`config.mk`:
```
export PLATFORM = sky130hd
export DESIGN_NAME = oufs_top
export DESIGN_NICKNAME = d
export VERILOG_FILES = /design/src/oufs_pkg.sv /design/src/oufs_index_hold.sv /design/src/oufs_top.sv
export VERILOG_INCLUDE_DIRS = /design/src
export SDC_FILE = /design/constraint.sdc
export NUM_CORES = 1
export LEC_CHECK = 0
export ABC_AREA = 0
export BUFFER_PORTS_ARGS = -buffer_cell sky130_fd_sc_hd__buf_2
export CAP_MARGIN = 5
export CORE_AREA = 2 2 167 87
export DETAILED_ROUTE_END_ITERATION = 8
export DIE_AREA = 0 0 169 89
export PLACE_DENSITY = 0.71
export SLEW_MARGIN = 25
export SYNTH_ARGS = -nofsm -noshare
export SYNTH_HDL_FRONTEND = slang
export SYNTH_SLANG_ARGS = --single-unit
```
`constraint.sdc`:
```
create_clock -name ref_clk_in -period 2.2 [get_ports ref_clk_in]
set_clock_uncertainty 0.1 [all_clocks]
set_input_delay 0.11 -clock ref_clk_in [delete_from_list [all_inputs] [get_ports ref_clk_in]]
set_output_delay 0.11 -clock ref_clk_in [all_outputs]
set_load 0.005 [all_outputs]
```
`src/oufs_cfg.svh`:
```
// Constants of the output terminal function selector.
// Assumes a single 20 MHz control clock and an AXI4-Lite register port.
`ifndef OUFS_CFG_SVH
`define OUFS_CFG_SVH

// ****************************************
// Timing
// ****************************************
`define OUFS_CLK_HZ         32'h0131_2D00
`define OUFS_MS_PER_S       32'h0000_03E8
`define OUFS_INDEX_HOLD_MS  32'h0000_000A
`define OUFS_INDEX_HOLD_CYC (`OUFS_INDEX_HOLD_MS * (`OUFS_CLK_HZ / `OUFS_MS_PER_S))

// ****************************************
// Geometry
// ****************************************
`define OUFS_NUM_OUT   4
`define OUFS_CODE_W    6
`define OUFS_AW        8
`define OUFS_CARD_W    7
`define OUFS_VT_W      4

// ****************************************
// Output slots
// ****************************************
`define OUFS_IDX_TRANS 0
`define OUFS_IDX_FAST  1
`define OUFS_IDX_RLYA  2
`define OUFS_IDX_RLYB  3

// ****************************************
// Register map and reset values
// ****************************************
`define OUFS_REG_TYPE  3'h0
`define OUFS_REG_STRAN 3'h1
`define OUFS_REG_SFAST 3'h2
`define OUFS_REG_SRLYA 3'h3
`define OUFS_REG_SRLYB 3'h4
`define OUFS_REG_VTERM 3'h5
`define OUFS_REG_STATE 3'h6
`define OUFS_REG_NONE  3'h7
`define OUFS_RST_TYPE  1'h0
`define OUFS_RST_STRAN 6'h00
`define OUFS_RST_SFAST 6'h00
`define OUFS_RST_SRLYA 6'h01
`define OUFS_RST_SRLYB 6'h05
`define OUFS_VT_SERIAL 0
`define OUFS_VT_FIELD  1
`define OUFS_VT_ETH    2
`define OUFS_VT_RT     3
`define OUFS_RESP_OK   2'h0
`define OUFS_RESP_ERR  2'h2

`endif

```
`src/oufs_pkg.sv`:
```
// Types of the output terminal function selector.
// Assumes oufs_cfg.svh sits in the include path.
`include "oufs_cfg.svh"

package oufs_pkg;

  // ****************************************
  // Function codes
  // ****************************************
  typedef enum logic [`OUFS_CODE_W-1:0] {
    fn_none = 6'h00, fn_run = 6'h01, fn_fwd = 6'h02, fn_rev = 6'h03,
    fn_jog = 6'h04, fn_fault = 6'h05, fn_fdt_a = 6'h06, fn_fdt_b = 6'h07,
    fn_freq_hit = 6'h08, fn_zero_run = 6'h09, fn_upper = 6'h0a,
    fn_lower = 6'h0b, fn_ready = 6'h0c, fn_preexc = 6'h0d,
    fn_overload = 6'h0e, fn_underload = 6'h0f, fn_plc_stage = 6'h10,
    fn_plc_cycle = 6'h11, fn_set_cnt = 6'h12, fn_desig_cnt = 6'h13,
    fn_ext_fault = 6'h14, fn_run_time = 6'h16, fn_vt_serial = 6'h17,
    fn_vt_field = 6'h18, fn_vt_eth = 6'h19, fn_dc_bus = 6'h1a,
    fn_index = 6'h1b, fn_superpos = 6'h1c, fn_sto = 6'h1d,
    fn_positioned = 6'h1e, fn_spin_zero = 6'h1f, fn_spin_index = 6'h20,
    fn_spd_limit = 6'h21, fn_vt_rt = 6'h22, fn_mode_sw = 6'h24,
    fn_any_freq = 6'h25, fn_card_first = 6'h29, fn_card_last = 6'h2f,
    fn_oh_pt100 = 6'h30, fn_oh_pt1000 = 6'h31, fn_oh_analog = 6'h32,
    fn_stop_zero = 6'h33, fn_breakage = 6'h34, fn_roll_set = 6'h35,
    fn_roll_max = 6'h36, fn_roll_min = 6'h37, fn_fire = 6'h38
  } oufs_func_e;

  // ****************************************
  // Drive core status conditions
  // ****************************************
  typedef struct packed {
    logic running, fwd_running, rev_running, jogging, drive_fault;
    logic freq_level_detect_a, freq_level_detect_b, freq_reached;
    logic zero_speed_run, upper_limit, lower_limit, ready, pre_exciting;
    logic overload_pre, underload_pre, plc_stage_done, plc_cycle_done;
    logic set_count_hit, desig_count_hit, ext_fault, run_time_hit;
    logic dc_bus_ok, encoder_index, superpos_active, safe_torque_off;
    logic positioned, spindle_zeroed, spindle_indexed, speed_limited;
    logic mode_switch_done, ramp_above_detect;
    logic overheat_pt100, overheat_pt1000, overheat_analog, stopped;
    logic breakage, breakage_det_en, tension_running;
    logic roll_set_hit, roll_max_hit, roll_min_hit, fire_mode;
  } oufs_drive_status_s;

  // ****************************************
  // Whole state of the selector
  // ****************************************
  typedef struct packed {
    logic                                    fast_type;
    logic                                    pulse_mode;
    logic [`OUFS_NUM_OUT-1:0][`OUFS_CODE_W-1:0] sel;
    logic [`OUFS_VT_W-1:0]                   vterm;
    logic [`OUFS_NUM_OUT-1:0]                out;
    logic                                    awready;
    logic                                    wready;
    logic                                    bvalid;
    logic [1:0]                              bresp;
    logic [`OUFS_AW-1:0]                     aw_addr;
    logic [31:0]                             w_data;
    logic [3:0]                              w_strb;
    logic                                    arready;
    logic                                    rvalid;
    logic [31:0]                             rdata;
    logic [1:0]                              rresp;
  } oufs_state_s;

endpackage : oufs_pkg

```
`src/oufs_index_hold.sv`:
```
// Stretches each rising edge of the encoder index into a fixed-length level.
// Assumes the index input is synchronous to ref_clk_in.
`timescale 1ns/1ns
`include "oufs_cfg.svh"

module oufs_index_hold #(
  parameter int HOLD_CYCLES = `OUFS_INDEX_HOLD_CYC
) (
  // Clock and reset
  input  wire logic ref_clk_in,
  input  wire logic rst_in,
  // Pulse in, stretched level out
  input  wire logic index_in,
  output logic      hold_out
);

  localparam int CW = $clog2(HOLD_CYCLES + 1);

  typedef struct packed {
    logic          prev;
    logic          hold;
    logic [CW-1:0] cnt;
  } oufs_hold_s;

  oufs_hold_s q, d;

  // ****************************************
  // Next state
  // ****************************************
  always_comb begin
    d      = q;
    d.prev = index_in;
    if (index_in && !q.prev) begin
      // A new edge restarts the full window
      d.hold = 1'b1;
      d.cnt  = CW'(HOLD_CYCLES - 1);
    end else if (q.hold) begin
      if (q.cnt == '0) begin
        d.hold = 1'b0;
      end else begin
        d.cnt = q.cnt - CW'(1);
      end
    end
  end

  always_ff @(posedge ref_clk_in or posedge rst_in) begin
    if (rst_in) begin
      q <= '0;
    end else begin
      q <= d;
    end
  end

  assign hold_out = q.hold;
endmodule : oufs_index_hold

```
`src/oufs_top.sv`:
```
// Output terminal function selector: routes drive conditions to four outputs.
// Assumes synchronous status inputs and an AXI4-Lite master on the register port.
// Operation
// - Code 27: output on encoder index edge, off 10 ms later.
// - Code 28: output while pulse superposition input is active.
// - Code 29: output while a safe torque off fault is present.
// - Code 30: output when positioning has completed.
// - Code 31: output when spindle zero return has completed.
// - Code 32: output when spindle indexing has completed.
// - Code 33: output while frequency is clamped by the speed limit.
// - Code 34: output follows virtual terminal bit 3 (OUFS_VT_RT).
// - Code 36: output when speed/position switchover has completed.
// - Code 37: output while ramp reference exceeds detection value.
// - Codes 41 to 47 pass expansion card outputs unchanged.
// - Codes 48, 49: card PT100 or PT1000 overheat pre-alarm.
// - Code 50: analog channel overheat pre-alarm.
// - Code 51: output when stopped or running at zero speed.
// - Code 52: breakage detected, only when breakage detection enabled.
// - Codes 53 to 55: roll diameter set, max, min while tension running.
// - Code 56: output while fire mode is on.
// - Fast output type: 0 pulse generator, 1 switched output.
// - Own selection per output; reset codes 0, 0, 1, 5.
// - Codes 0 to 5: none, run, forward, reverse, jog, fault.
// - Codes 18, 19 counts, 20 external fault, 22 run time; 21 reserved.
// - The same code may drive several outputs at once.
// - Code 26: output while DC bus is above undervoltage.
//
// Added by the designer: the register offsets and register access over AXI4-Lite.
`timescale 1ns/1ns
`include "oufs_cfg.svh"

module oufs_top #(
  parameter int INDEX_HOLD_CYCLES = `OUFS_INDEX_HOLD_CYC
) (
  // Clock and reset
  input  wire logic                         ref_clk_in,
  input  wire logic                         rst_in,
  // Drive conditions
  input  wire oufs_pkg::oufs_drive_status_s status_in,
  input  wire logic [`OUFS_CARD_W-1:0]      card_out_in,
  // Terminal outputs
  output logic                              transistor_out_a_out,
  output logic                              fast_out_out,
  output logic                              relay_out_a_out,
  output logic                              relay_out_b_out,
  output logic                              fast_pulse_mode_out,
  // AXI4-Lite write
  input  wire logic [`OUFS_AW-1:0]          s_axi_awaddr_in,
  input  wire logic                         s_axi_awvalid_in,
  output logic                              s_axi_awready_out,
  input  wire logic [31:0]                  s_axi_wdata_in,
  input  wire logic [3:0]                   s_axi_wstrb_in,
  input  wire logic                         s_axi_wvalid_in,
  output logic                              s_axi_wready_out,
  output logic [1:0]                        s_axi_bresp_out,
  output logic                              s_axi_bvalid_out,
  input  wire logic                         s_axi_bready_in,
  // AXI4-Lite read
  input  wire logic [`OUFS_AW-1:0]          s_axi_araddr_in,
  input  wire logic                         s_axi_arvalid_in,
  output logic                              s_axi_arready_out,
  output logic [31:0]                       s_axi_rdata_out,
  output logic [1:0]                        s_axi_rresp_out,
  output logic                              s_axi_rvalid_out,
  input  wire logic                         s_axi_rready_in
);

  // ****************************************
  // Functions
  // ****************************************
  // Word offset to register slot; misaligned or unknown gives none
  function automatic logic [2:0] oufs_map(input logic [`OUFS_AW-1:0] addr);
    logic [2:0] idx;
    idx = `OUFS_REG_NONE;
    if (addr[1:0] == 2'h0 && addr[`OUFS_AW-1:2] < `OUFS_AW'(`OUFS_REG_NONE)) begin
      idx = addr[4:2];
    end
    return idx;
  endfunction : oufs_map

  // One condition bit per selection code
  function automatic logic [63:0] oufs_conds(
    input oufs_pkg::oufs_drive_status_s s,
    input logic [`OUFS_CARD_W-1:0]      card,
    input logic [`OUFS_VT_W-1:0]        vt,
    input logic                         idx_hold
  );
    logic [63:0] v;
    v = '0;
    v[oufs_pkg::fn_run]        = s.running;
    v[oufs_pkg::fn_fwd]        = s.fwd_running;
    v[oufs_pkg::fn_rev]        = s.rev_running;
    v[oufs_pkg::fn_jog]        = s.jogging;
    v[oufs_pkg::fn_fault]      = s.drive_fault;
    v[oufs_pkg::fn_fdt_a]      = s.freq_level_detect_a;
    v[oufs_pkg::fn_fdt_b]      = s.freq_level_detect_b;
    v[oufs_pkg::fn_freq_hit]   = s.freq_reached;
    v[oufs_pkg::fn_zero_run]   = s.zero_speed_run;
    v[oufs_pkg::fn_upper]      = s.upper_limit;
    v[oufs_pkg::fn_lower]      = s.lower_limit;
    v[oufs_pkg::fn_ready]      = s.ready;
    v[oufs_pkg::fn_preexc]     = s.pre_exciting;
    v[oufs_pkg::fn_overload]   = s.overload_pre;
    v[oufs_pkg::fn_underload]  = s.underload_pre;
    v[oufs_pkg::fn_plc_stage]  = s.plc_stage_done;
    v[oufs_pkg::fn_plc_cycle]  = s.plc_cycle_done;
    v[oufs_pkg::fn_set_cnt]    = s.set_count_hit;
    v[oufs_pkg::fn_desig_cnt]  = s.desig_count_hit;
    v[oufs_pkg::fn_ext_fault]  = s.ext_fault;
    v[oufs_pkg::fn_run_time]   = s.run_time_hit;
    v[oufs_pkg::fn_vt_serial]  = vt[`OUFS_VT_SERIAL];
    v[oufs_pkg::fn_vt_field]   = vt[`OUFS_VT_FIELD];
    v[oufs_pkg::fn_vt_eth]     = vt[`OUFS_VT_ETH];
    v[oufs_pkg::fn_dc_bus]     = s.dc_bus_ok;
    v[oufs_pkg::fn_index]      = idx_hold;
    v[oufs_pkg::fn_superpos]   = s.superpos_active;
    v[oufs_pkg::fn_sto]        = s.safe_torque_off;
    v[oufs_pkg::fn_positioned] = s.positioned;
    v[oufs_pkg::fn_spin_zero]  = s.spindle_zeroed;
    v[oufs_pkg::fn_spin_index] = s.spindle_indexed;
    v[oufs_pkg::fn_spd_limit]  = s.speed_limited;
    v[oufs_pkg::fn_vt_rt]      = vt[`OUFS_VT_RT];
    v[oufs_pkg::fn_mode_sw]    = s.mode_switch_done;
    v[oufs_pkg::fn_any_freq]   = s.ramp_above_detect;
    v[oufs_pkg::fn_card_last:oufs_pkg::fn_card_first] = card;
    v[oufs_pkg::fn_oh_pt100]   = s.overheat_pt100;
    v[oufs_pkg::fn_oh_pt1000]  = s.overheat_pt1000;
    v[oufs_pkg::fn_oh_analog]  = s.overheat_analog;
    v[oufs_pkg::fn_stop_zero]  = s.stopped | s.zero_speed_run;
    v[oufs_pkg::fn_breakage]   = s.breakage & s.breakage_det_en;
    v[oufs_pkg::fn_roll_set]   = s.roll_set_hit & s.tension_running;
    v[oufs_pkg::fn_roll_max]   = s.roll_max_hit & s.tension_running;
    v[oufs_pkg::fn_roll_min]   = s.roll_min_hit & s.tension_running;
    v[oufs_pkg::fn_fire]       = s.fire_mode;
    return v;
  endfunction : oufs_conds

  // ****************************************
  // State and reset value
  // ****************************************
  localparam oufs_pkg::oufs_state_s ST_RST = '{
    fast_type:  `OUFS_RST_TYPE,
    pulse_mode: 1'b1,
    sel:        {`OUFS_RST_SRLYB, `OUFS_RST_SRLYA, `OUFS_RST_SFAST, `OUFS_RST_STRAN},
    awready:    1'b1,
    wready:     1'b1,
    arready:    1'b1,
    default:    '0
  };

  oufs_pkg::oufs_state_s q, d;
  logic                  index_hold;
  logic [63:0]           conds;
  logic [2:0]            wr_idx;
  logic [2:0]            rd_idx;

  oufs_index_hold #(
    .HOLD_CYCLES (INDEX_HOLD_CYCLES)
  ) oufs_index_hold_i (
    .ref_clk_in (ref_clk_in),
    .rst_in     (rst_in),
    .index_in   (status_in.encoder_index),
    .hold_out   (index_hold)
  );

  // ****************************************
  // Next state
  // ****************************************
  always_comb begin
    d      = q;
    conds  = oufs_conds(status_in, card_out_in, q.vterm, index_hold);
    wr_idx = oufs_map(q.aw_addr);
    rd_idx = oufs_map(s_axi_araddr_in);
    // Registering the pick keeps a code change from glitching a relay
    for (int i = 0; i < `OUFS_NUM_OUT; i++) begin
      d.out[i] = conds[q.sel[i]];
    end
    // Pulse mode leaves the pin to the external pulse generator
    d.out[`OUFS_IDX_FAST] = q.fast_type & conds[q.sel[`OUFS_IDX_FAST]];
    d.pulse_mode          = ~q.fast_type;

    // Write address and data are taken independently
    if (q.awready && s_axi_awvalid_in) begin
      d.awready = 1'b0;
      d.aw_addr = s_axi_awaddr_in;
    end
    if (q.wready && s_axi_wvalid_in) begin
      d.wready = 1'b0;
      d.w_data = s_axi_wdata_in;
      d.w_strb = s_axi_wstrb_in;
    end
    if (!q.awready && !q.wready && !q.bvalid) begin
      d.bvalid = 1'b1;
      d.bresp  = (wr_idx == `OUFS_REG_NONE) ? `OUFS_RESP_ERR : `OUFS_RESP_OK;
      // Fields are narrow, only the low byte lane matters
      if (q.w_strb[0]) begin
        case (wr_idx)
          `OUFS_REG_TYPE:  d.fast_type = q.w_data[0];
          `OUFS_REG_STRAN: d.sel[`OUFS_IDX_TRANS] = q.w_data[5:0];
          `OUFS_REG_SFAST: d.sel[`OUFS_IDX_FAST] = q.w_data[5:0];
          `OUFS_REG_SRLYA: d.sel[`OUFS_IDX_RLYA] = q.w_data[5:0];
          `OUFS_REG_SRLYB: d.sel[`OUFS_IDX_RLYB] = q.w_data[5:0];
          `OUFS_REG_VTERM: d.vterm = q.w_data[`OUFS_VT_W-1:0];
          default: ;
        endcase
      end
    end
    if (q.bvalid && s_axi_bready_in) begin
      d.bvalid  = 1'b0;
      d.awready = 1'b1;
      d.wready  = 1'b1;
    end

    // Reads answer one cycle after the address is taken
    if (q.arready && s_axi_arvalid_in) begin
      d.arready = 1'b0;
      d.rvalid  = 1'b1;
      d.rresp   = (rd_idx == `OUFS_REG_NONE) ? `OUFS_RESP_ERR : `OUFS_RESP_OK;
      case (rd_idx)
        `OUFS_REG_TYPE:  d.rdata = {31'h0000_0000, q.fast_type};
        `OUFS_REG_STRAN: d.rdata = {26'h000_0000, q.sel[`OUFS_IDX_TRANS]};
        `OUFS_REG_SFAST: d.rdata = {26'h000_0000, q.sel[`OUFS_IDX_FAST]};
        `OUFS_REG_SRLYA: d.rdata = {26'h000_0000, q.sel[`OUFS_IDX_RLYA]};
        `OUFS_REG_SRLYB: d.rdata = {26'h000_0000, q.sel[`OUFS_IDX_RLYB]};
        `OUFS_REG_VTERM: d.rdata = {28'h000_0000, q.vterm};
        `OUFS_REG_STATE: d.rdata = {27'h000_0000, q.pulse_mode, q.out};
        default:         d.rdata = 32'h0000_0000;
      endcase
    end
    if (q.rvalid && s_axi_rready_in) begin
      d.rvalid  = 1'b0;
      d.arready = 1'b1;
    end
  end

  always_ff @(posedge ref_clk_in or posedge rst_in) begin
    if (rst_in) begin
      q <= ST_RST;
    end else begin
      q <= d;
    end
  end

  // ****************************************
  // Outputs
  // ****************************************
  assign transistor_out_a_out = q.out[`OUFS_IDX_TRANS];
  assign fast_out_out         = q.out[`OUFS_IDX_FAST];
  assign relay_out_a_out      = q.out[`OUFS_IDX_RLYA];
  assign relay_out_b_out      = q.out[`OUFS_IDX_RLYB];
  assign fast_pulse_mode_out  = q.pulse_mode;
  assign s_axi_awready_out    = q.awready;
  assign s_axi_wready_out     = q.wready;
  assign s_axi_bvalid_out     = q.bvalid;
  assign s_axi_bresp_out      = q.bresp;
  assign s_axi_arready_out    = q.arready;
  assign s_axi_rvalid_out     = q.rvalid;
  assign s_axi_rdata_out      = q.rdata;
  assign s_axi_rresp_out      = q.rresp;

  // ****************************************
  // Checks
  // ****************************************
  logic card_pick;
  assign card_pick = card_out_in[3'(q.sel[`OUFS_IDX_TRANS] - oufs_pkg::fn_card_first)];
endmodule : oufs_top

```
### Word level (Yosys, flattened, before mapping)

Cells that the tools add are included.

| word-level totals | value |
|---|---|
| memories | 0 |
| bits in writable memories | 0 |
| register bits | 110 |
| bits in read-only memories | 0 |
| latch bits | 0 |
| output and inout port bits | 46 |

| cells by class | value |
|---|---|
| bitwise operators | 7 |
| equal/unequal tests | 14 |
| reduce and logical (&&, ||, !) cells | 31 |
| muxes and demuxes | 23 |
| $add $sub $neg | 1 |
| multiply operators | 0 |
| divide/modulo/power cells | 0 |
| shift operators | 0 |
| $lt $le $gt $ge | 6 |

Operators by type and width:

| operator | number |
|---|---|
| $pmux W6 S7 | 1 |
| $mux W19 | 2 |
| $mux W36 | 1 |
| $lt A6 B7 Y1 const B | 4 |
| $bmux W1 S6 | 4 |
| $eq A3 B3 Y1 const B | 7 |
| $logic_not A18 Y1 | 1 |
| $mux W18 | 1 |
| $reduce_and A3 Y1 | 6 |
| $sub A18 B1 Y18 const B | 1 |
| $eq A3 B2 Y1 const B | 4 |
| $lt A6 B3 Y1 const B | 2 |
| $mux W3 | 4 |
| $logic_and A1 B1 Y1 | 10 |
| $reduce_bool A2 Y1 | 5 |
| $mux W1 | 7 |
| $eq A3 B1 Y1 const B | 2 |
| $logic_not A3 Y1 | 2 |
| $mux W2 | 3 |
| $and A1 B1 Y1 | 5 |
| $logic_not A1 Y1 | 4 |
| $logic_not A2 Y1 | 2 |
| $ne A2 B1 Y1 const B | 1 |
| $reduce_and A2 Y1 | 1 |
| 2 further kinds | 2 |

### Longest topological paths before layout

Gate-level depths: netlist of run 1.

| logic depth | value |
|---|---|
| depth after elaboration | 7 |
| mapped depth | 8 |
| depth with buffers taken out | 7 |

### Hierarchy

A second synthesis of run 1 with hierarchy kept.

| unflattened totals | value |
|---|---|
| cell total of the unflattened synthesis | 589 |
| area total of the unflattened synthesis | 6059.6 µm² |

Modules (own cells, without submodules):

| module | area an instance (µm²) | cells each | times used |
|---|---|---|---|
| oufs_top | 4902.2 | 472 | 1 |
| oufs_index_hold | 1157.4 | 117 | 1 |

### Worst setup path after synthesis of run 1

OpenSTA, ideal clock, no wires.

| timing | value |
|---|---|
| path type | register to register |
| from | register q[111] (netlist name) |
| to | register q, in the netlist relay_out_b_out |
| period minus slack after synthesis | 2.141 ns |
| path buffers | 1 |
| slack | 0.059 ns |
| data arrival time | 1.902 ns |
| setup time | 0.139 ns |
| stages on the path, launching flop included | 6 |
| cell sequence | dfstp_2 buf_4 mux4_2 mux2_2 a2111oi_0 a311oi_1 |

RTL lines:

| what | RTL line | RTL |
|---|---|---|
| start: declaration | oufs_top.sv:151 | `oufs_pkg::oufs_state_s q, d;` |
| start signal: assignment | oufs_top.sv:238 | `q <= ST_RST;` |
| start signal: assignment | oufs_top.sv:240 | `q <= d;` |

==> results.txt, run 1 <==
WHS Path Cells = 5
R2R Setup Slk = 0.06 ns
Final Hold Vio Count = 0
Final min period = 2.14 ns
Final ANT Viol Nets = 0
Synth Register Bits = 82
Initial DRC Count = 348
Reg clk slew, reported paths = 0.06 ns
Top-count cell post-synth = dfrtp_1
Syn_area_per_cell = 10.6 um^2
Number of global-route vias before repair = 4761
Worst slew pin tran = 0.764 ns
Worst skew pair latency = 0.34 ns
Routability cong. = 0.953
Final worst slack = 0.0586 ns
Initial antenna violation count = 0
Register area share after synthesis = 34.4%
Row cnt = 30
Most frequent cells after synthesis = dfrtp_1, mux2_2, buf_4
Max FO, Critical Path = 6
Io pins = 154
Worst reg2reg path endpoint = relay_out_b_out
HPWL after DPL = 11.4 mm
Drt via density = 5.82
TritonRoute pass-1 iters = 5
Pre-CTS setup slack = 0.00965 ns
H-Tree Depth = 3
Final Max Slew Viols = 0
Cell mode on critical path = mux4_2
Placed cell count = 820
Relative slew slack = 48.9%
Critical path arrival = 2.25 ns
Post-Syn Area = 0.00598 mm^2
Starting utilization of the core area = 44.5%
Hold Crit Start = s_axi_araddr_in[5]
Yosys cell types = 67
Final worst path period share = 97.3%
Max_cap viols = 0
Final Non-Filler Cells = 863
Ys flop type = dfrtp_1
Reg2reg path depth = 5
Dominant cell type by area after synthesis = dfrtp_1
Inserted Clock Buffers = 9
Maximum vdd drop = 0.507 mV
Setup crit end kind = flop
GRT Total Usage = 21.1%
Placed cell area = 0.00661 mm^2
Total core area = 0.0134 mm^2
Setup_tns = 0 ns
Run status = finished clean
First-pass GRT wire length = 24.8 mm
Root Driver = clkbuf_16
Post-synth ARST share = 100%
Mapped Cells = 562
Endpoint of the worst hold path = s_axi_rresp_out[1]
Layout net count = 792
Total gr overflow = 0
Leak = 3.03 nW
FILL cells = 1124
RSZ-0062 raised after global routing = false
Fraction of layout instances using a drive strength above 1 = 37.8%
Die Span X = 169 um
Worst setup SP type = flop
DIE HEIGHT = 89 um
CTS tree = built
Slowest cell delay on critical path = 0.61 ns
Synth area leaders = dfrtp_1, mux4_2, mux2_2
Hold_ws = 0.110 ns
Wire per inst = 18.4 um
Sink Count = 82
Final Power = 5.54 mW
Hold crit path type = in -> reg
P per Cell Area = 766 mW/mm^2
Critical setup path kind = reg -> reg
Post-Route WL = 15.9 mm
Slowest CP cell = dfstp_2
Design Area, Final = 0.00723 mm^2
Synth warn = 0
Number of flops mapped to enable cells by yosys = 0
CTS max path bufs = 2
Worst Path Required = 2.30 ns
Fin util = 53.8%
Die footprint = 0.0150 mm^2
CP Cell Sequence = buf_4, mux4_2, mux4_2, nand2_1, a311oi_1
Via count = 5023
PortBufs = 96
Largest net degree at the start of global routing = 83
P&R area growth vs syn = 20.9%
Final Setup Violations = 0
DRC = 0
# diodes = 0
R2R Path Start = q[111]
Fmax = 467 MHz
Top-area cell type share of the netlist area = 31.4%
==> routing by layer <==
metal	up-vias	global-route usage [%]	share of wire [%]
li1	2303	-	-
met1	2504	27.3	43
met2	190	37.3	50
met3	26	3.85	5.5
met4	0	5.44	1.9
met5	-	0	0
==> how the worst max path moves through the flow <==
stage / start / end / slack, ns
floorplan: q[111] / relay_out_b_out / 0.06
global placement: q[93] / transistor_out_a_out / 0.06
detailed placement: q[105] / relay_out_a_out / 0.01
CTS: q[93] / transistor_out_a_out / 0.01
global route: q[105] / relay_out_a_out / 0.004
finish: q[111] / relay_out_b_out / 0.06
==> cells in the final DEF (no fill, tap or decap), types with 7 or more instances in the layout <==
| cell type | count |
|---|---|
| nand3b_1 | 7 |
| buf_4 | 30 |
| nor2_1 | 34 |
| buf_2 | 96 |
| clkbuf_16 | 9 |
| conb_1 | 28 |
| inv_1 | 14 |
| dfrtp_1 | 74 |
| a22o_1 | 7 |
| a21oi_1 | 22 |
| dfstp_2 | 7 |
| o21ai_0 | 16 |
| nor3_1 | 13 |
| nand2_1 | 34 |
| dlygate4sd3_1 | 25 |
| xor2_1 | 11 |
| nor2b_1 | 8 |
| mux2_2 | 55 |
| mux2i_1 | 37 |
| mux4_2 | 31 |
| nand3_1 | 16 |
==> power breakdown <==
group	internal, mW	switching (mW)
logic	1.00	0.796
registers	1.83	0.466
clock network	0.783	0.665
==> repair_timing <==
item,in CTS,in global routing
buffers inserted,0,2
endpoints found under the hold margin,97,0
hold buffers,25,0
resized for setup,1,15
cloned,0,0
setup endpoints to repair,1,21
pin swaps,0,4
==> logic make-up after synthesis <==
logic type | after synthesis | share of synthesized area [%]
buffers and inverters | 89 | 8.66
flip-flops | 82 | 34.4
XOR/XNOR | 12 | 1.76
AND/OR/NAND/NOR | 159 | 14.8
adder cells (fa/ha/maj) | 2 | 0.418
AO/OA/AOI/OAI | 92 | 10.8
multiplexers | 125 | 29.1
other | 1 | 0.0627
==> critical path, delay by kind of cell, from the launching register on <==
family / cells / cell delay [ns]
compound gates: 1 / 0.08
simple gates: 1 / 0.08
mux: 2 / 0.98
buf+inv: 1 / 0.16
flops: 1 / 0.61
==> final cells by class <==
type	instances	area (um^2)	area share [%]
multi-input combinational	418	3570	49.3
sequential	82	2060	28.5
timing repair buffer	156	1040	14.4
clock buffer	9	225	3.11
tap	176	220	3.04
clock inverter	7	60.1	0.830
inverter	15	60.1	0.830
==> registers in the layout (all words and copies together), names as in the netlist, 4 cells and up <==
signal               count
oufs_index_hold_i.q     19
s_axi_rdata_out          6
q                       40
conds                    4
(Power assumes the default switching activity.)
==> run 2, diff against run 1 <==
--- a/config.mk
+++ b/config.mk
@@ -7,12 +7,11 @@
 export NUM_CORES = 1
 export LEC_CHECK = 0
 export ABC_AREA = 0
-export BUFFER_PORTS_ARGS = -buffer_cell sky130_fd_sc_hd__buf_2
 export CAP_MARGIN = 5
 export CORE_AREA = 2 2 167 87
 export DETAILED_ROUTE_END_ITERATION = 8
 export DIE_AREA = 0 0 169 89
-export PLACE_DENSITY = 0.71
+export DONT_BUFFER_PORTS = 1
 export SLEW_MARGIN = 25
 export SYNTH_ARGS = -nofsm -noshare
 export SYNTH_HDL_FRONTEND = slang
==> results.txt, run 2 (synthesized netlist as in run 1, its figures left out) <==
First-pass GRT wire length = 25.2 mm
Post-Route WL = 16.1 mm
FILL cells = 1181
Row cnt = 30
Most common cell after layout, fill and taps aside = dfrtp_1
Critical path arrival = 2.34 ns
Run status = finished, violations left
Placed cell count = 731
Bufs and invs on worst path = 1
CTS max path bufs = 2
Wire per inst = 20.7 um
Fin util = 51.3%
Final ANT Viol Nets = 0
Final min period = 2.20 ns
Reg area = 0.00206 mm^2
Slowest cell delay on critical path = 0.69 ns
Delay-heaviest family, CP = compound AO/OA/AOI/OAI gates
TritonRoute pass-1 iters = 5
Via count = 4680
Max reg flops = 40
Routability cong. = 0.920
CP Cell Sequence = buf_4, or4b_2, a21oi_1, o311ai_0, a311oi_1
Initial antenna violation count = 1
Worst Path Required = 2.34 ns
Io pins = 154
Pre-CTS setup slack = 0.0194 ns
Fraction of layout instances using a drive strength above 1 = 27.8%
Relative slew slack = 60.5%
Multi-input logic area = 0.00355 mm^2
Failing checks = setup timing
Final worst slack = -0.00430 ns
DIE HEIGHT = 89 um
Fmax = 454 MHz
DRC = 0
Final Max Slew Viols = 0
Total core area = 0.0134 mm^2
Initial DRC Count = 347
Hold crit path type = in -> reg
RSZ-0062 raised after global routing = true
Final Power = 5.72 mW
Worst skew pair latency = 0.34 ns
Largest net degree at the start of global routing = 39
Max_cap viols = 0
CTS tree = built
Inserted Clock Buffers = 9
Final Setup Violations = 1
Setup_tns = -0.00430 ns
P&R area growth vs syn = 15.2%
Starting utilization of the core area = 44.5%
Number of global-route vias before repair = 4483
Slowest CP cell = or4b_2
Final worst path period share = 100%
Critical setup path kind = reg -> reg
Maximum vdd drop = 0.558 mV
Root Driver = clkbuf_16
Leak = 2.72 nW
Layout net count = 705
Final Non-Filler Cells = 777
GRT Total Usage = 22.0%
Final Hold Vio Count = 0
P per Cell Area = 830 mW/mm^2
Worst slew pin tran = 0.591 ns
Worst setup SP type = flop
Die footprint = 0.0150 mm^2
Most frequent cells in the layout = dfrtp_1, mux2_2, mux2i_1
Sink Count = 82
Setup crit end kind = flop
HPWL after DPL = 11.9 mm
Largest Register = q
Die Span X = 169 um
Drt via density = 6.02
Total gr overflow = 0
H-Tree Depth = 3
PortBufs = 0
Reg clk slew, reported paths = 0.06 ns
Max FO, Critical Path = 6
## run 2: final timing paths
kind | cells after the start | from | end | slack (ns)
setup / recovery | 5 | q[111] | relay_out_b_out | -0.004
hold / removal | 3 | s_axi_araddr_in[4] | s_axi_rresp_out[1] | 0.02
setup reg to reg | 5 | q[111] | relay_out_b_out | -0.004
hold reg to reg | 1 | q[73] | q[73] | 0.41
max in group asynchronous | 3 | rst_in | s_axi_wready_out | 1.07
min in group asynchronous | 2 | rst_in | oufs_index_hold_i.q[13] | 0.22
## run 2: worst reg2reg max path, stage by stage, from the launching register on
cell,delay [ns]
dfstp_2,0.42
buf_4,0.18
or4b_2,0.69
a21oi_1,0.20
o311ai_0,0.19
a311oi_1,0.31
## run 2: area by class of cell
class                   count  share of cell area, %
inverters                  15                  0.871
diodes                      1                 0.0363
clock inverters             7                   1.76
well taps                 176                   3.19
repair buffers             69                   9.42
clock buffers               9                   3.27
flip-flops and latches     82                   29.9
multi-input cells         418                   51.5
## run 2: per-stage QoR
stage / hold WS [ns] / instance area, um^2
final: 0.0185 / 6890
after global routing: 0.0481 / 6890
after CTS: 0.0131 / 6830
after detailed placement: -0.0255 / 6200
after global placement: -0.0267 / 6200
after floorplan: 0.0414 / 6090
## run 2: layer usage
| metal | track usage (%) | vias to the layer above | routed length [um] |
|---|---|---|---|
| met5 | 0 | - | 0 |
| met3 | 4.38 | 29 | 1090 |
| met4 | 7.38 | 0 | 371 |
| li1 | - | 2131 | - |
| met1 | 30.2 | 2316 | 7240 |
| met2 | 35.7 | 204 | 7390 |
## run 2: what timing repair did
action	CTS	global route
resized for setup	0	14
hold buffers	28	0
setup endpoints to repair	1	13
hold endpoints to repair	51	0
buffers inserted	1	0
## run 2: report_power, final
part,internal (mW),switching [mW],total (mW)
Combinational,0.958,0.726,1.68
Clock,1.12,0.640,1.76
Sequential,1.83,0.449,2.28
Total,3.90,1.82,5.72
==> run 3, diff against run 2 <==
--- a/config.mk
+++ b/config.mk
@@ -6,11 +6,11 @@
 export SDC_FILE = /design/constraint.sdc
 export NUM_CORES = 1
 export LEC_CHECK = 0
-export ABC_AREA = 0
+export ABC_AREA = 1
 export CAP_MARGIN = 5
-export CORE_AREA = 2 2 167 87
+export CORE_AREA = 2 2 170 89
 export DETAILED_ROUTE_END_ITERATION = 8
-export DIE_AREA = 0 0 169 89
+export DIE_AREA = 0 0 172 91
 export DONT_BUFFER_PORTS = 1
 export SLEW_MARGIN = 25
 export SYNTH_ARGS = -nofsm -noshare
==> constraint.sdc (replaced) <==
create_clock -name ref_clk_in -period 2.3 [get_ports ref_clk_in]
set_clock_uncertainty 0.1 [all_clocks]
set_input_delay 0.115 -clock ref_clk_in [delete_from_list [all_inputs] [get_ports ref_clk_in]]
set_output_delay 0.115 -clock ref_clk_in [all_outputs]
set_load 0.005 [all_outputs]
==> results.txt, run 3 <==
Yosys cell types = 42
Placed cell count = 1117
Reg area = 0.00206 mm^2
Synth area leaders = dfrtp_1, nand2_1, nand3_1
Multi-input logic area = 0.00345 mm^2
Post-synth ARST share = 100%
Max FO, Critical Path = 12
Ys flop type = dfrtp_1
Max_cap viols = 0
Post-Route WL = 23.1 mm
Die Span X = 172 um
Worst skew pair latency = 0.35 ns
Row cnt = 31
Delay-heaviest family, CP = simple AND/OR/NAND/NOR gates
Hold_ws = 0.0244 ns
Mapped Cells = 935
Worst Path Required = 2.49 ns
Synth Register Bits = 82
Via count = 6513
Setup_tns = 0 ns
Slowest cell delay on critical path = 0.81 ns
H-Tree Depth = 3
Worst slew pin tran = 1.03 ns
Reg clk slew, reported paths = 0.07 ns
Drt via density = 5.62
WHS Path Cells = 4
# diodes = 0
Root Driver = clkbuf_16
Final Max Slew Viols = 0
Starting utilization of the core area = 44.0%
Final worst path period share = 97.7%
Leak = 3.14 nW
DIE HEIGHT = 91 um
GRT Total Usage = 30.1%
Largest Register = q
HPWL after DPL = 17.2 mm
Routability cong. = 1.04
Setup crit end kind = flop
Largest net degree at the start of global routing = 83
DRC = 0
Reg2reg path depth = 7
First-pass GRT wire length = 35.2 mm
Synth warn = 0
TritonRoute pass-1 iters = 6
PortBufs = 0
Inserted Clock Buffers = 9
Most frequent cells in the layout = nand2_1, nand3_1, inv_1
FILL cells = 1490
Critical path depth = 7
Wire per inst = 19.9 um
Max reg flops = 40
Syn_area_per_cell = 6.64 um^2
Bufs and invs on worst path = 0
Register area share after synthesis = 33.2%
Sink Count = 82
Initial antenna violation count = 0
CP Cell Sequence = nor2_1, o21ai_0, o21ai_1, o21ai_0, nand3_1, nand3_1, nand2_1
Number of flops mapped to enable cells by yosys = 0
Post-Syn Area = 0.00621 mm^2
Final Setup Violations = 0
Final Non-Filler Cells = 1159
Maximum vdd drop = 0.561 mV
Critical path arrival = 2.43 ns
Critical setup path kind = reg -> reg
Top-count cell post-synth = nand2_1
CTS max path bufs = 2
Most frequent cells after synthesis = nand2_1, nand3_1, inv_1
Hold_buf cts = 26
Dominant cell type by area after synthesis = dfrtp_1
Final min period = 2.25 ns
Initial DRC Count = 895
Io pins = 154
CTS tree = built
Fraction of layout instances using a drive strength above 1 = 9.78%
Slowest CP cell = nor2_1
P per Cell Area = 850 mW/mm^2
Die footprint = 0.0157 mm^2
Run status = finished clean
Number of global-route vias before repair = 5786
Hold crit path type = in -> reg
Total gr overflow = 0
Fmax = 445 MHz
Worst setup SP type = flop
Final Hold Vio Count = 0
RSZ-0062 raised after global routing = false
P&R area growth vs syn = 10.6%
Fin util = 48.7%
Final ANT Viol Nets = 0
Most common cell after layout, fill and taps aside = nand2_1
Post-CTS sizing = 0
Postcts setup bufs = 0
Relative slew slack = 30.8%
Top-area cell type share of the netlist area = 30.2%
Total core area = 0.0141 mm^2
Layout net count = 1066
==> run 3: cell count changes in the layout (fill, tap and decap cells not counted), sizes merged, moves of 15 or more <==
| cell | delta |
|---|---|
| nor2 | +47 |
| o211ai | +15 |
| mux2 | -48 |
| inv | +69 |
| a21oi | +32 |
| nand3 | +110 |
| nand2 | +240 |
| mux4 | -33 |
| mux2i | -37 |
| o21ai | +68 |
==> run 3: cell type report <==
class	instances	area share, %
clock buffer	10	3.33
clock inverter	6	1.09
inverter	86	4.79
multi-input combinational	724	50.3
sequential	82	30.0
tap	198	3.61
timing repair buffer	53	6.92
==> run 3: where the power goes <==
group | internal [mW] | leakage [nW] | switching (mW) | total, mW
combinational | 0.708 | 1.98 | 1.48 | 2.19
clock | 0.858 | 0.145 | 0.651 | 1.51
sequential | 1.79 | 1.01 | 0.347 | 2.14
total | 3.36 | 3.14 | 2.48 | 5.84
==> run 3: kinds of logic after synthesis <==
kind of cell               count (synthesis)  synth area share, %
AOI/OAI and AO/OA                        165                 15.6
xor gates and xnor gates                   6                0.846
adders and majority gates                  2                0.403
buffers and inverters                    156                 12.9
DFF                                       82                 33.2
muxes                                      7                 1.27
other                                      1               0.0604
and+or+nand+nor                          516                 35.8
==> run 3: worst paths after layout <==
| path | from | to | slack, ns |
|---|---|---|---|
| max | q[105] | relay_out_a_out | 0.05 |
| min | status_in[0] | transistor_out_a_out | 0.02 |
| max reg2reg | q[105] | relay_out_a_out | 0.05 |
| min reg2reg | q[78] | q[78] | 0.41 |
| max in group asynchronous | rst_in | q[105] | 1.44 |
| min in group asynchronous | rst_in | oufs_index_hold_i.q[15] | 0.25 |
==> run 3: tightest hold or removal path, stage by stage <==
cell and delay [ns]:
a41oi_1 0.11, nand2_1 0.07, nand3_1 0.07, nand2_1 0.07
==> run 3: metrics by stage <==
| stage | power, mW | setup slack [ns] | instance area (um^2) |
|---|---|---|---|
| after detailed placement | 4.18 | 0.285 | 6310 |
| after global routing | 6.20 | 0.00449 | 6870 |
| final | 5.84 | 0.0525 | 6870 |
| after floorplan | 3.50 | 0.612 | 6320 |
| after global placement | 4.16 | 0.309 | 6310 |
| after CTS | 5.76 | 0.261 | 6870 |
==> run 3: layer usage <==
| metal | global-route usage, % | wire [um] |
|---|---|---|
| met5 | 0 | 0 |
| met4 | 5.53 | 378 |
| met3 | 12.5 | 3850 |
| met2 | 35.4 | 7890 |
| met1 | 48.9 | 11000 |
